File: config.mk
export PLATFORM = sky130hd
export DESIGN_NAME = vdst_host
export DESIGN_NICKNAME = d
export VERILOG_FILES = /design/src/logic/vdst_pkg.sv /design/src/logic/vdst_host.sv
export SDC_FILE = /design/constraint.sdc
export NUM_CORES = 1
export LEC_CHECK = 0
export BUFFER_PORTS_ARGS = -buffer_cell sky130_fd_sc_hd__buf_2
export CORE_UTILIZATION = 40
export CTS_CLUSTER_SIZE = 16
export DETAILED_ROUTE_END_ITERATION = 16
export PLACE_DENSITY_LB_ADDON = 0.25
export RECOVER_POWER = 25
export SLEW_MARGIN = 20
export SYNTH_ARGS = -nofsm -noshare
export SYNTH_HDL_FRONTEND = slang
export SYNTH_SLANG_ARGS = --single-unit
export TNS_END_PERCENT = 20
File: constraint.sdc
create_clock -name clk -period 5.8 [get_ports clk]
set_clock_uncertainty 0.05 [all_clocks]
set_input_delay 0.87 -clock clk [delete_from_list [all_inputs] [get_ports clk]]
set_output_delay 0.87 -clock clk [all_outputs]
set_load 0.02 [all_outputs]
File: src/logic/vdst_pkg.sv
// shared constants and types for the video dram transfer controller
package vdst_pkg;

  // ----------------------------------------------------------------
  // clock and timing
  // ----------------------------------------------------------------
  localparam int CLK_PERIOD_NS = 50;
  localparam int CNT_W = 8;
  localparam int STROBE_NS = 100;
  localparam int TRANSFER_TO_SERIAL_DELAY_NS = 20;
  localparam int COLUMN_TO_SERIAL_DELAY_NS = 20;
  localparam int HALF_TOGGLE_TO_TRANSFER_DELAY_NS = 30;

  // least times round up, never below one cycle
  function automatic int cyc_ceil(input int ns);
    int c;
    c = (ns + CLK_PERIOD_NS - 1) / CLK_PERIOD_NS;
    return (c < 1) ? 1 : c;
  endfunction : cyc_ceil

  localparam int STROBE_CYC = cyc_ceil(STROBE_NS);
  localparam int TSD_CYC = cyc_ceil(TRANSFER_TO_SERIAL_DELAY_NS);
  localparam int CSD_CYC = cyc_ceil(COLUMN_TO_SERIAL_DELAY_NS);
  localparam int STS_CYC = cyc_ceil(HALF_TOGGLE_TO_TRANSFER_DELAY_NS);

  // ----------------------------------------------------------------
  // pin fields
  // ----------------------------------------------------------------
  localparam int ADDR_W = 9;
  localparam int DATA_W = 16;
  localparam int ROW_MSB = 8;

  typedef enum logic [2:0] {
    K_READ,
    K_WRITE,
    K_SPLIT_READ,
    K_SPLIT_WRITE,
    K_STOP_SET,
    K_REG_RESET
  } vdst_kind_t;

  typedef struct packed {
    vdst_kind_t kind;
    logic [ADDR_W-1:0] row;
    logic [ADDR_W-1:0] col;
    logic [DATA_W-1:0] mask;
    logic mask_zero;
  } vdst_cmd_t;

  typedef struct packed {
    logic ras_n;
    logic cas_n;
    logic transfer_enable_n;
    logic write_enable_low_byte_n;
    logic write_enable_high_byte_n;
    logic special_function_in;
    logic [ADDR_W-1:0] addr;
  } vdst_pins_t;

  localparam vdst_pins_t PINS_IDLE = '{1'b1, 1'b1, 1'b1, 1'b1, 1'b1, 1'b0, 9'h000};

endpackage : vdst_pkg

File: src/logic/vdst_host.sv
// host controller driving the transfer and serial pins of a video dram
// Function
// - transfer starts with transfer-enable low at row strobe fall.
// - column strobe, write enables and special-function pick transfer type.
// - after write then read, serial clock waits the transfer delay.
// - seamless reads need transfer-enable aligned with strobes and serial clock; the host makes none, serial clock is held through every non-split read cycle.
// - serial preload needs a masked write transfer with all mask bits low.
// - consecutive writes hold serial clock through the row cycle.
// - write-back keeps the top row bit of the preceding read.
// - wait the half-toggle delay before any split transfer.
// - a masked write transfer must precede split writes.
`timescale 1ns/1ns
module vdst_host
  import vdst_pkg::*;
(
  // clock and reset
  input wire logic clk,
  input wire logic reset_n,
  // command side
  input wire logic cmd_valid,
  input wire vdst_cmd_t cmd,
  output logic cmd_ready,
  output logic cmd_err,
  output logic cmd_done,
  // serial stream side
  input wire logic ser_valid,
  input wire logic [DATA_W-1:0] ser_wdata,
  output logic ser_ready,
  output logic [DATA_W-1:0] ser_rdata,
  output logic ser_rvalid,
  output logic ser_is_input,
  // strobes and address pins
  output vdst_pins_t pins,
  // parallel data pins (mask only)
  output logic [DATA_W-1:0] dq_out,
  output logic dq_oe_n,
  // serial port pins
  output logic serial_clock,
  output logic serial_port_enable_n,
  output logic [DATA_W-1:0] serial_data_out,
  output logic serial_data_oe_n,
  input wire logic [DATA_W-1:0] serial_data_in,
  input wire logic half_status_out
);

  // ----------------------------------------------------------------
  // reset release and pin synchronisers
  // ----------------------------------------------------------------
  logic rst_s1_reg, rst_n_reg;
  always_ff @(posedge clk or negedge reset_n) begin
    if (!reset_n) begin
      rst_s1_reg <= 1'b0;
      rst_n_reg <= 1'b0;
    end else begin
      rst_s1_reg <= 1'b1;
      rst_n_reg <= rst_s1_reg;
    end
  end

  logic qsf_s1_reg, qsf_s2_reg, qsf_s3_reg;
  logic [DATA_W-1:0] sdi_s1_reg, sdi_s2_reg;
  always_ff @(posedge clk or negedge rst_n_reg) begin
    if (!rst_n_reg) begin
      qsf_s1_reg <= 1'b0;
      qsf_s2_reg <= 1'b0;
      qsf_s3_reg <= 1'b0;
      sdi_s1_reg <= 16'h0000;
      sdi_s2_reg <= 16'h0000;
    end else begin
      qsf_s1_reg <= half_status_out;
      qsf_s2_reg <= qsf_s1_reg;
      qsf_s3_reg <= qsf_s2_reg;
      sdi_s1_reg <= serial_data_in;
      sdi_s2_reg <= sdi_s1_reg;
    end
  end
  wire qsf_toggle = qsf_s2_reg ^ qsf_s3_reg;

  // ----------------------------------------------------------------
  // cycle sequencer
  // ----------------------------------------------------------------
  typedef enum logic [2:0] {ST_IDLE, ST_SETUP, ST_RAS, ST_COL, ST_CAS, ST_TRG, ST_PRE} vdst_st_t;
  vdst_st_t state_reg, state_next;
  vdst_cmd_t cmd_reg;
  logic [CNT_W-1:0] cnt_reg, cnt_next;
  logic conv_done_reg, last_conv_write_reg, have_read_reg, last_msb_reg;
  logic [CNT_W-1:0] sts_cnt_reg, hold_cnt_reg;
  logic ser_active_reg;
  logic port_in_reg;

  wire k_split = (cmd.kind == K_SPLIT_READ) || (cmd.kind == K_SPLIT_WRITE);
  wire k_cbr = (cmd_reg.kind == K_STOP_SET) || (cmd_reg.kind == K_REG_RESET);
  wire r_split = (cmd_reg.kind == K_SPLIT_READ) || (cmd_reg.kind == K_SPLIT_WRITE);
  wire r_wr = (cmd_reg.kind == K_WRITE) || (cmd_reg.kind == K_SPLIT_WRITE);
  // splits run alongside shifting; others wait for an idle serial word
  // split gating
  wire gate_ok = k_split ? (sts_cnt_reg == '0) : !ser_active_reg;
  wire take = cmd_valid && cmd_ready && gate_ok;
  wire bad_split = k_split && !conv_done_reg;
  wire bad_swr = (cmd.kind == K_SPLIT_WRITE) && !last_conv_write_reg;
  wire bad_msb = (cmd.kind == K_WRITE) && have_read_reg && (cmd.row[ROW_MSB] != last_msb_reg);
  wire illegal = bad_split || bad_swr || bad_msb || (cmd.kind > K_REG_RESET);
  wire cnt_zero = (cnt_reg == '0);

  always_comb begin
    state_next = state_reg;
    cnt_next = cnt_zero ? cnt_reg : cnt_reg - 1'b1;
    case (state_reg)
      ST_IDLE: if (take && !illegal) begin
        state_next = ST_SETUP;
        cnt_next = CNT_W'(STROBE_CYC);
      end
      ST_SETUP: if (cnt_zero) begin
        state_next = ST_RAS;
        cnt_next = CNT_W'(STROBE_CYC);
      end
      ST_RAS: if (cnt_zero) begin
        state_next = k_cbr ? ST_PRE : ST_COL;
        cnt_next = CNT_W'(STROBE_CYC);
      end
      ST_COL: if (cnt_zero) begin
        state_next = ST_CAS;
        cnt_next = CNT_W'(STROBE_CYC);
      end
      ST_CAS: if (cnt_zero) begin
        state_next = ST_TRG;
        cnt_next = CNT_W'(STROBE_CYC);
      end
      ST_TRG: if (cnt_zero) begin
        state_next = ST_PRE;
        cnt_next = CNT_W'(STROBE_CYC);
      end
      ST_PRE: if (cnt_zero) begin
        state_next = ST_IDLE;
      end
      default: state_next = ST_IDLE;
    endcase
  end

  // ----------------------------------------------------------------
  // pin levels from the next state
  // ----------------------------------------------------------------
  wire n_act = (state_next != ST_IDLE) && (state_next != ST_PRE);
  wire n_ras = (state_next == ST_RAS) || (state_next == ST_COL) || (state_next == ST_CAS)
    || (state_next == ST_TRG);
  wire n_colph = (state_next == ST_COL) || (state_next == ST_CAS) || (state_next == ST_TRG);
  // the taken command owns the pins from its first setup cycle, no stale glitch
  vdst_cmd_t cur_cmd;
  assign cur_cmd = take ? cmd : cmd_reg;
  wire c_cbr = (cur_cmd.kind == K_STOP_SET) || (cur_cmd.kind == K_REG_RESET);
  wire c_split = (cur_cmd.kind == K_SPLIT_READ) || (cur_cmd.kind == K_SPLIT_WRITE);
  wire c_wr = (cur_cmd.kind == K_WRITE) || (cur_cmd.kind == K_SPLIT_WRITE);
  wire n_casl = c_cbr ? ((state_next == ST_SETUP) || (state_next == ST_RAS))
    : ((state_next == ST_CAS) || (state_next == ST_TRG));
  wire n_early = (state_next == ST_SETUP) || (state_next == ST_RAS);
  wire n_trgl = !c_cbr && n_act && (state_next != ST_TRG);
  wire n_wel = n_act && (c_wr || (cur_cmd.kind == K_STOP_SET));
  wire n_dsf = n_act && (c_split || (cur_cmd.kind == K_STOP_SET));
  wire n_dq = n_early && c_wr && !c_cbr;
  wire [DATA_W-1:0] mask_val = cur_cmd.mask_zero ? 16'h0000 : cur_cmd.mask;
  // start column, boundaries on row field
  wire [ADDR_W-1:0] n_addr = n_colph ? cur_cmd.col : cur_cmd.row;
  vdst_pins_t pins_next;
  assign pins_next = '{!n_ras, !n_casl, !n_trgl, !n_wel, !n_wel, n_dsf, n_addr};

  wire trg_rise = (state_reg != ST_TRG) && (state_next == ST_TRG);
  wire cas_fall = (state_reg != ST_CAS) && (state_next == ST_CAS);

  always_ff @(posedge clk or negedge rst_n_reg) begin
    if (!rst_n_reg) begin
      state_reg <= ST_IDLE;
      cnt_reg <= '0;
      cmd_reg <= '0;
      pins <= PINS_IDLE;
      dq_out <= 16'h0000;
      dq_oe_n <= 1'b1;
      cmd_ready <= 1'b0;
      cmd_err <= 1'b0;
      cmd_done <= 1'b0;
    end else begin
      state_reg <= state_next;
      cnt_reg <= cnt_next;
      if (take) cmd_reg <= cmd;
      pins <= pins_next;
      dq_out <= n_dq ? mask_val : 16'h0000;
      dq_oe_n <= !n_dq;
      cmd_ready <= (state_next == ST_IDLE) && !take;
      cmd_err <= take && illegal;
      cmd_done <= (state_reg == ST_PRE) && (state_next == ST_IDLE);
    end
  end

  // ----------------------------------------------------------------
  // transfer history and serial holds
  // ----------------------------------------------------------------
  always_ff @(posedge clk or negedge rst_n_reg) begin
    if (!rst_n_reg) begin
      conv_done_reg <= 1'b0;
      last_conv_write_reg <= 1'b0;
      have_read_reg <= 1'b0;
      last_msb_reg <= 1'b0;
      port_in_reg <= 1'b0;
      sts_cnt_reg <= '0;
      hold_cnt_reg <= '0;
    end else begin
      if (take && !illegal && (cmd.kind <= K_SPLIT_READ)) begin
        if (cmd.kind != K_SPLIT_READ) conv_done_reg <= 1'b1;
        if (cmd.kind != K_SPLIT_READ) last_conv_write_reg <= (cmd.kind == K_WRITE);
        if (cmd.kind != K_WRITE) begin
          have_read_reg <= 1'b1;
          last_msb_reg <= cmd.row[ROW_MSB];
        end
      end
      if (take && !illegal && (cmd.kind == K_READ)) port_in_reg <= 1'b0;
      else if (trg_rise && (cmd_reg.kind == K_WRITE)) port_in_reg <= 1'b1;
      if (qsf_toggle) sts_cnt_reg <= CNT_W'(STS_CYC);
      else if (sts_cnt_reg != '0) sts_cnt_reg <= sts_cnt_reg - 1'b1;
      if (trg_rise && (cmd_reg.kind == K_READ)) hold_cnt_reg <= CNT_W'(TSD_CYC);
      else if (cas_fall && (cmd_reg.kind == K_WRITE)) hold_cnt_reg <= CNT_W'(CSD_CYC);
      else if (hold_cnt_reg != '0) hold_cnt_reg <= hold_cnt_reg - 1'b1;
    end
  end

  // ----------------------------------------------------------------
  // serial clock divider and word engine
  // ----------------------------------------------------------------
  // independent during splits; every other row cycle blocks
  // no seamless reads
  // a word may not start on the edge that takes a conventional transfer
  wire sc_block = ((state_reg != ST_IDLE) && !r_split) || (hold_cnt_reg != '0)
    || (take && !illegal && !k_split);
  logic [1:0] ph_reg;
  wire ser_start = !ser_active_reg && ser_valid && !sc_block;
  wire ph_last = ser_active_reg && (ph_reg == 2'h3);

  always_ff @(posedge clk or negedge rst_n_reg) begin
    if (!rst_n_reg) begin
      ser_active_reg <= 1'b0;
      ph_reg <= 2'h0;
      serial_clock <= 1'b0;
      serial_port_enable_n <= 1'b1;
      serial_data_out <= 16'h0000;
      serial_data_oe_n <= 1'b1;
      ser_ready <= 1'b0;
      ser_rdata <= 16'h0000;
      ser_rvalid <= 1'b0;
      ser_is_input <= 1'b0;
    end else begin
      if (ser_start) ser_active_reg <= 1'b1;
      else if (ph_last) ser_active_reg <= 1'b0;
      ph_reg <= ser_active_reg ? ph_reg + 2'h1 : 2'h0;
      serial_clock <= ser_active_reg && (ph_reg != 2'h2) && (ph_reg != 2'h3);
      serial_port_enable_n <= 1'b0;
      if (ser_start && port_in_reg) serial_data_out <= ser_wdata;
      serial_data_oe_n <= !port_in_reg;
      ser_ready <= ser_start;
      if (ph_last && !port_in_reg) ser_rdata <= sdi_s2_reg;
      ser_rvalid <= ph_last && !port_in_reg;
      ser_is_input <= port_in_reg;
    end
  end

  // previous pin levels for the edge tests below
  logic ras_q_reg, sc_q_reg;
  always_ff @(posedge clk or negedge rst_n_reg) begin
    if (!rst_n_reg) begin
      ras_q_reg <= 1'b1;
      sc_q_reg <= 1'b0;
    end else begin
      ras_q_reg <= pins.ras_n;
      sc_q_reg <= serial_clock;
    end
  end
  wire ras_fell = ras_q_reg && !pins.ras_n;
  wire sc_rose = !sc_q_reg && serial_clock;
endmodule : vdst_host

# [Yosys cells after proc, flatten, opt, wreduce, memory -nomap -nowiden]
# Index checks and enable logic that the tools add are counted.
[word_totals] ff_bits=182 input_bits=75 output_inout_bits=73
[classes] add_sub_neg=4 n_lt_le_gt_ge=2 n_eq_ne=34 n_mux=29 bitwise_logic=1 n_reduce_logical=85
[ops] op="$mux 8" n=8
[ops] op="$mux 38" n=1
[ops] op="$logic_and 1x1->1" n=33
[ops] op="$mux 16" n=2
[ops] op="$eq 3x2->1 const B" n=10
[ops] op="$eq 3x3->1 const B" n=9
[ops] op="$mux 3" n=8
[ops] op="$sub 8x1->8 const B" n=3
[ops] op="$pmux 3 s7" n=1
[ops] op="$logic_or 1x1->1" n=20
[ops] op="$logic_not 8->1" n=2
[ops] op="$pmux 8 s2" n=1
[ops] op="$reduce_bool 8->1" n=2
[ops] op="$eq 3x1->1 const B" n=5
[ops] op="$logic_not 1->1" n=15
[ops] op="$logic_not 3->1" n=4
[ops] op="$ne 3x3->1 const B" n=4
[ops] op="$mux 9" n=1
[ops] op="$reduce_bool 3->1" n=3
[ops] op="$mux 1" n=6
[ops] op="$reduce_bool 2->1" n=3
[ops] op="$reduce_or 5->1" n=1
[ops] op="$ne 2x2->1 const B" n=2
[ops] op="$reduce_and 2->1" n=2
[ops] op="other kinds (9)" n=9

# [Logic depth before layout (Yosys ltp)]
[logic_depth] depth_word=15 depth_mapped=10 depth_no_buf=9

# [Worst setup path before layout]
# Ideal clock, no wire load.
[synth_timing] path_kind="input port to flip-flop" from="in cmd[37] (netlist name)" to="reg pins[1] (netlist name)" arrival_ps=2440 setup_slack_ps=3185 cell_stages=7 cell_sequence="buf_2 -> and4b_1 -> nand3_2 -> nand2_2 -> buf_2 -> mux2_2 -> mux2_2"
[synth_lines] item="start, declared" line="vdst_host.sv:21" rtl="input wire vdst_cmd_t cmd,"
[synth_lines] item="end signal, assigned" line="vdst_host.sv:184" rtl="pins <= pins_next;"
[synth_lines] item="end, declared" line="vdst_host.sv:33" rtl="output vdst_pins_t pins,"

# [Final worst setup path]
[layout_timing] from="reg cnt_reg[0]" to="reg hold_cnt_reg[3]"
[layout_via] elab_chain_len=8
[layout_rtl] item="start, declared" line="vdst_host.sv:85" rtl="logic [CNT_W-1:0] cnt_reg, cnt_next;"
[layout_rtl] item="start signal, assigned" line="vdst_host.sv:182" rtl="cnt_reg <= cnt_next;"
[layout_rtl] item="$logic_not 8->1 *" line="vdst_host.sv:103" rtl="wire cnt_zero = (cnt_reg == '0);"
[layout_rtl] item="$mux 3 (tied with other cells)" line="vdst_host.sv:133" rtl="ST_PRE: if (cnt_zero) begin"
[layout_rtl] item="$pmux 3 s7 *" line="vdst_host.sv:108" rtl="case (state_reg)"
[layout_rtl] item="$eq 3x3->1" line="vdst_host.sv:167" rtl="wire cas_fall = (state_reg != ST_CAS) && (state_next == ST_CAS);"
[layout_rtl] item="$logic_and 1x1->1" line="vdst_host.sv:167"
[layout_rtl] item="$logic_and 1x1->1" line="vdst_host.sv:219" rtl="else if (cas_fall && (cmd_reg.kind == K_WRITE)) hold_cnt_reg <= CNT_W'(CSD_CYC);"
[layout_rtl] item="$mux 8" line="vdst_host.sv:219"
[layout_rtl] item="$mux 8" line="vdst_host.sv:218" rtl="if (trg_rise && (cmd_reg.kind == K_READ)) hold_cnt_reg <= CNT_W'(TSD_CYC);"
[layout_rtl] item="end signal, assigned" line="vdst_host.sv:218"
[layout_rtl] item="end signal, assigned" line="vdst_host.sv:219"
[layout_rtl] item="end signal, assigned" line="vdst_host.sv:220" rtl="else if (hold_cnt_reg != '0) hold_cnt_reg <= hold_cnt_reg - 1'b1;"
[layout_rtl] item="end, declared" line="vdst_host.sv:87" rtl="logic [CNT_W-1:0] sts_cnt_reg, hold_cnt_reg;"
# Mark *: on every way between the ends. The rest lies on a longest branch, timed or not.
# A chain may end at the register's enable or synchronous reset.

==> results_dict.tcl <==
set metrics [dict create \
    yosys.area.top_type_share_pct 59.75 \
    regArea_um2 4563 \
    synth_commonest_cells "175 x dfrtp_1, 66 x nand2_1, 61 x mux2_2, 29 x nor2_1, 15 x inv_1" \
    post-cts-setup-buffer-count 0 \
    antenna_left 0 \
    io_pins 148 \
    slowest_stage "nor4b_2" \
    cts_buffer_depth 2 \
    antennaDiodeCount 0 \
    critPathLaunchType "flop" \
    crit_chain "inv_1 > ha_1 > nor3b_1 > and2_1 > mux2_2 > nor4b_2 > nor3_1" \
    relSlewSlack_pct 28.36 \
    via_count 4773 \
    drive_gt1_share_pct 38.59 \
    grt_pass1_wl_mm 23.98 \
    cpPeakStageDelay_ps 660 \
    rows 49 \
    routed_wl_mm 15.04 \
    critPathBufInv 1 \
    n_fill_cell 1585 \
    overflow 0 \
    cts_hold_buf 0 \
    r2r_end "hold_cnt_reg[3]" \
    finalWeightedCongestion 0.8497 \
    post-route-min-period_ps 3046 \
    worstPathRequired_ps 6020 \
    critPathKind "flop to flop" \
    seqPwrFrac_pct 48.7 \
    grt_max_degree 80 \
    grt_antenna_before_repair 2 \
    maxClockFrequency_mhz 328.3 \
    p_sw_share_pct 22.94 \
    fin_util_pct 49.52 \
    clock_sinks 182 \
    die_x_um 137.4 \
    cp_top_family "simple AND/OR/NAND/NOR gates" \
    power.density_nw_per_um2 311.4 \
    switching_power_uw 635.4 \
    synth_nets 643 \
    wl_per_cell_um 15.80 \
    syn_avg_cell_area_um2 13.07 \
    hpwl_mm 10.77 \
    hold_violations 0 \
    ys_types 72 \
    yosysMostFrequentCell "dfrtp_1" \
    maxCapViolCount 0 \
    track_usage_pct 16.66 \
    area_growth_pct 21.37 \
    arrival_ps 3270 \
    cts.htree.levels 4 \
    cts_resized 0 \
    start_util_pct 40.80 \
    multi_input_area_um2 2590 \
    synth-seq-cells 182 \
    p_int_mw 2.135 \
    seq_area_frac_synth_pct 62.26 \
    clk_pin_slew_worst_paths_ps 60 \
    end_kind "flop" \
    power.leakage_nw 4.518 \
    cts_tree "done" \
    reg2reg_from "cnt_reg[0]" \
    port_buffers 147 \
    ff2ff_path_depth 7 \
    regToRegSetupSlack_ps 2750 \
    die-area_um2 18870 \
    clk_latency_ps 430 \
    cts_buffers 17 \
    grt_pass1_vias 4855 \
    nets 794 \
    synth_ff_type "dfrtp_1" \
    drt_iter0_drc 194 \
    final_max_slew_viol_count 0 \
    layout_setup_ws_ps 2754 \
    synthCells 561 \
    rsz0062_at_grt "no" \
    worst_pin_slew_ps 1072 \
    vias_per_cell 5.014 \
    synth_edf_count 0 \
    synth_top_cell_by_area "dfrtp_1" \
    setup_viol 0 \
    min_path_type "input pin to async pin" \
    synthTopCellsByArea "dfrtp_1 60%, mux2_2 9.4%, nand2_1 3.4%" \
    yosysWarnings 0 \
    largest_register_ffs 38 \
    place_ws_ps 2729 \
    synthesis.area_um2 7330 \
    outcome "completed" \
    fp.dieH_um 137.4 \
    drt_pass1_iterations 4 \
    pwr-share-comb_pct 7.9 \
    power_frac_clock_pct 43.5 \
    fp.coreArea_um2 17960 \
    async_reset_ff_share_pct 100.0 \
    fin_setup_tns_ps 0 \
    cts-root-buf "clkbuf_16" \
    drc 0 \
    cp_max_fo 8 \
    final.period_utilization_pct 52.51 \
    ir_worst_vdd_uv 212.5 \
]
==> how the worst max path moves through the flow <==
stage	startpoint	to	depth (start not counted)
floorplan	rst_n_reg	cmd_done	0
global placement	cmd[37]	pins[5]	6
detailed placement	cmd[37]	pins[1]	6
CTS	cnt_reg[0]	hold_cnt_reg[3]	7
global route	cnt_reg[0]	hold_cnt_reg[3]	7
finish	cnt_reg[0]	hold_cnt_reg[3]	7
==> per-stage QoR <==
step	cell area, um2	power (mW)	instances	hold slack, ps
6_report	8896	2.770	952	169.6
5_1_grt	8896	2.886	952	159.5
3_3_place_gp	8258	1.579	921	282.9
4_1_cts	8874	2.800	951	152.3
3_5_place_dp	8258	1.589	921	284.7
2_1_floorplan	7330	1.513	561	281.2
==> per-layer routing <==
metal,track usage [%],vias up,part of all wire (%)
met4,7.265,2,1.7
met1,20.44,2387,43
met3,5.850,20,7.3
li1,-,2250,-
met2,26.46,114,48
met5,0,-,0.073
==> layout make-up <==
| type | count | area share (%) |
|---|---|---|
| clock inverters | 11 | 1.941 |
| repair buffers | 150 | 8.734 |
| flip-flops and latches | 182 | 51.29 |
| multi-input cells | 344 | 29.11 |
| clock buffers | 19 | 4.979 |
| inverters | 17 | 0.7173 |
| well taps | 229 | 3.221 |
==> power by group through the flow <==
stage | Sequential (mW) | Combinational (mW) | Clock, mW
6_report | 1.35 | 0.218 | 1.20
5_1_grt | 1.35 | 0.246 | 1.29
4_1_cts | 1.36 | 0.212 | 1.23
3_5_place_dp | 1.38 | 0.209 | 0
3_3_place_gp | 1.38 | 0.202 | 0
2_1_floorplan | 1.39 | 0.122 | 0
==> cells in the final DEF (no fill, tap or decap), types with 4 or more instances in the layout <==
cell,instances
dfrtp_1,175
buf_2,146
nand2_1,66
mux2_2,61
nor2_1,29
clkbuf_16,17
inv_1,15
nor3_1,12
nor4b_2,12
o21ai_0,11
nand2b_1,10
nor2b_1,8
nand3_1,8
a21oi_1,8
xor2_1,7
ha_1,7
dfstp_2,7
xnor2_1,6
or3_1,6
nor4b_1,6
nor3b_1,5
mux2i_1,5
nor4_1,4
nand4_1,4
a21o_1,4
a31oi_1,4
a211oi_1,4
bufinv_16,4
==> kinds of logic (layout without fill, tap and decap cells) <==
kind of cell	count (synthesis)	after routing	synth area share, %
buffers and inverters	35	197	2.407
XOR/XNOR	13	13	1.553
AO/OA/AOI/OAI	55	55	5.992
adder cells (fa/ha/maj)	8	8	1.331
AND/OR/NAND/NOR	199	199	16.10
multiplexers	67	67	10.26
flip-flops	182	182	62.26
other	2	2	0.1025
No activity file was read; power rests on OpenSTA's default activity.
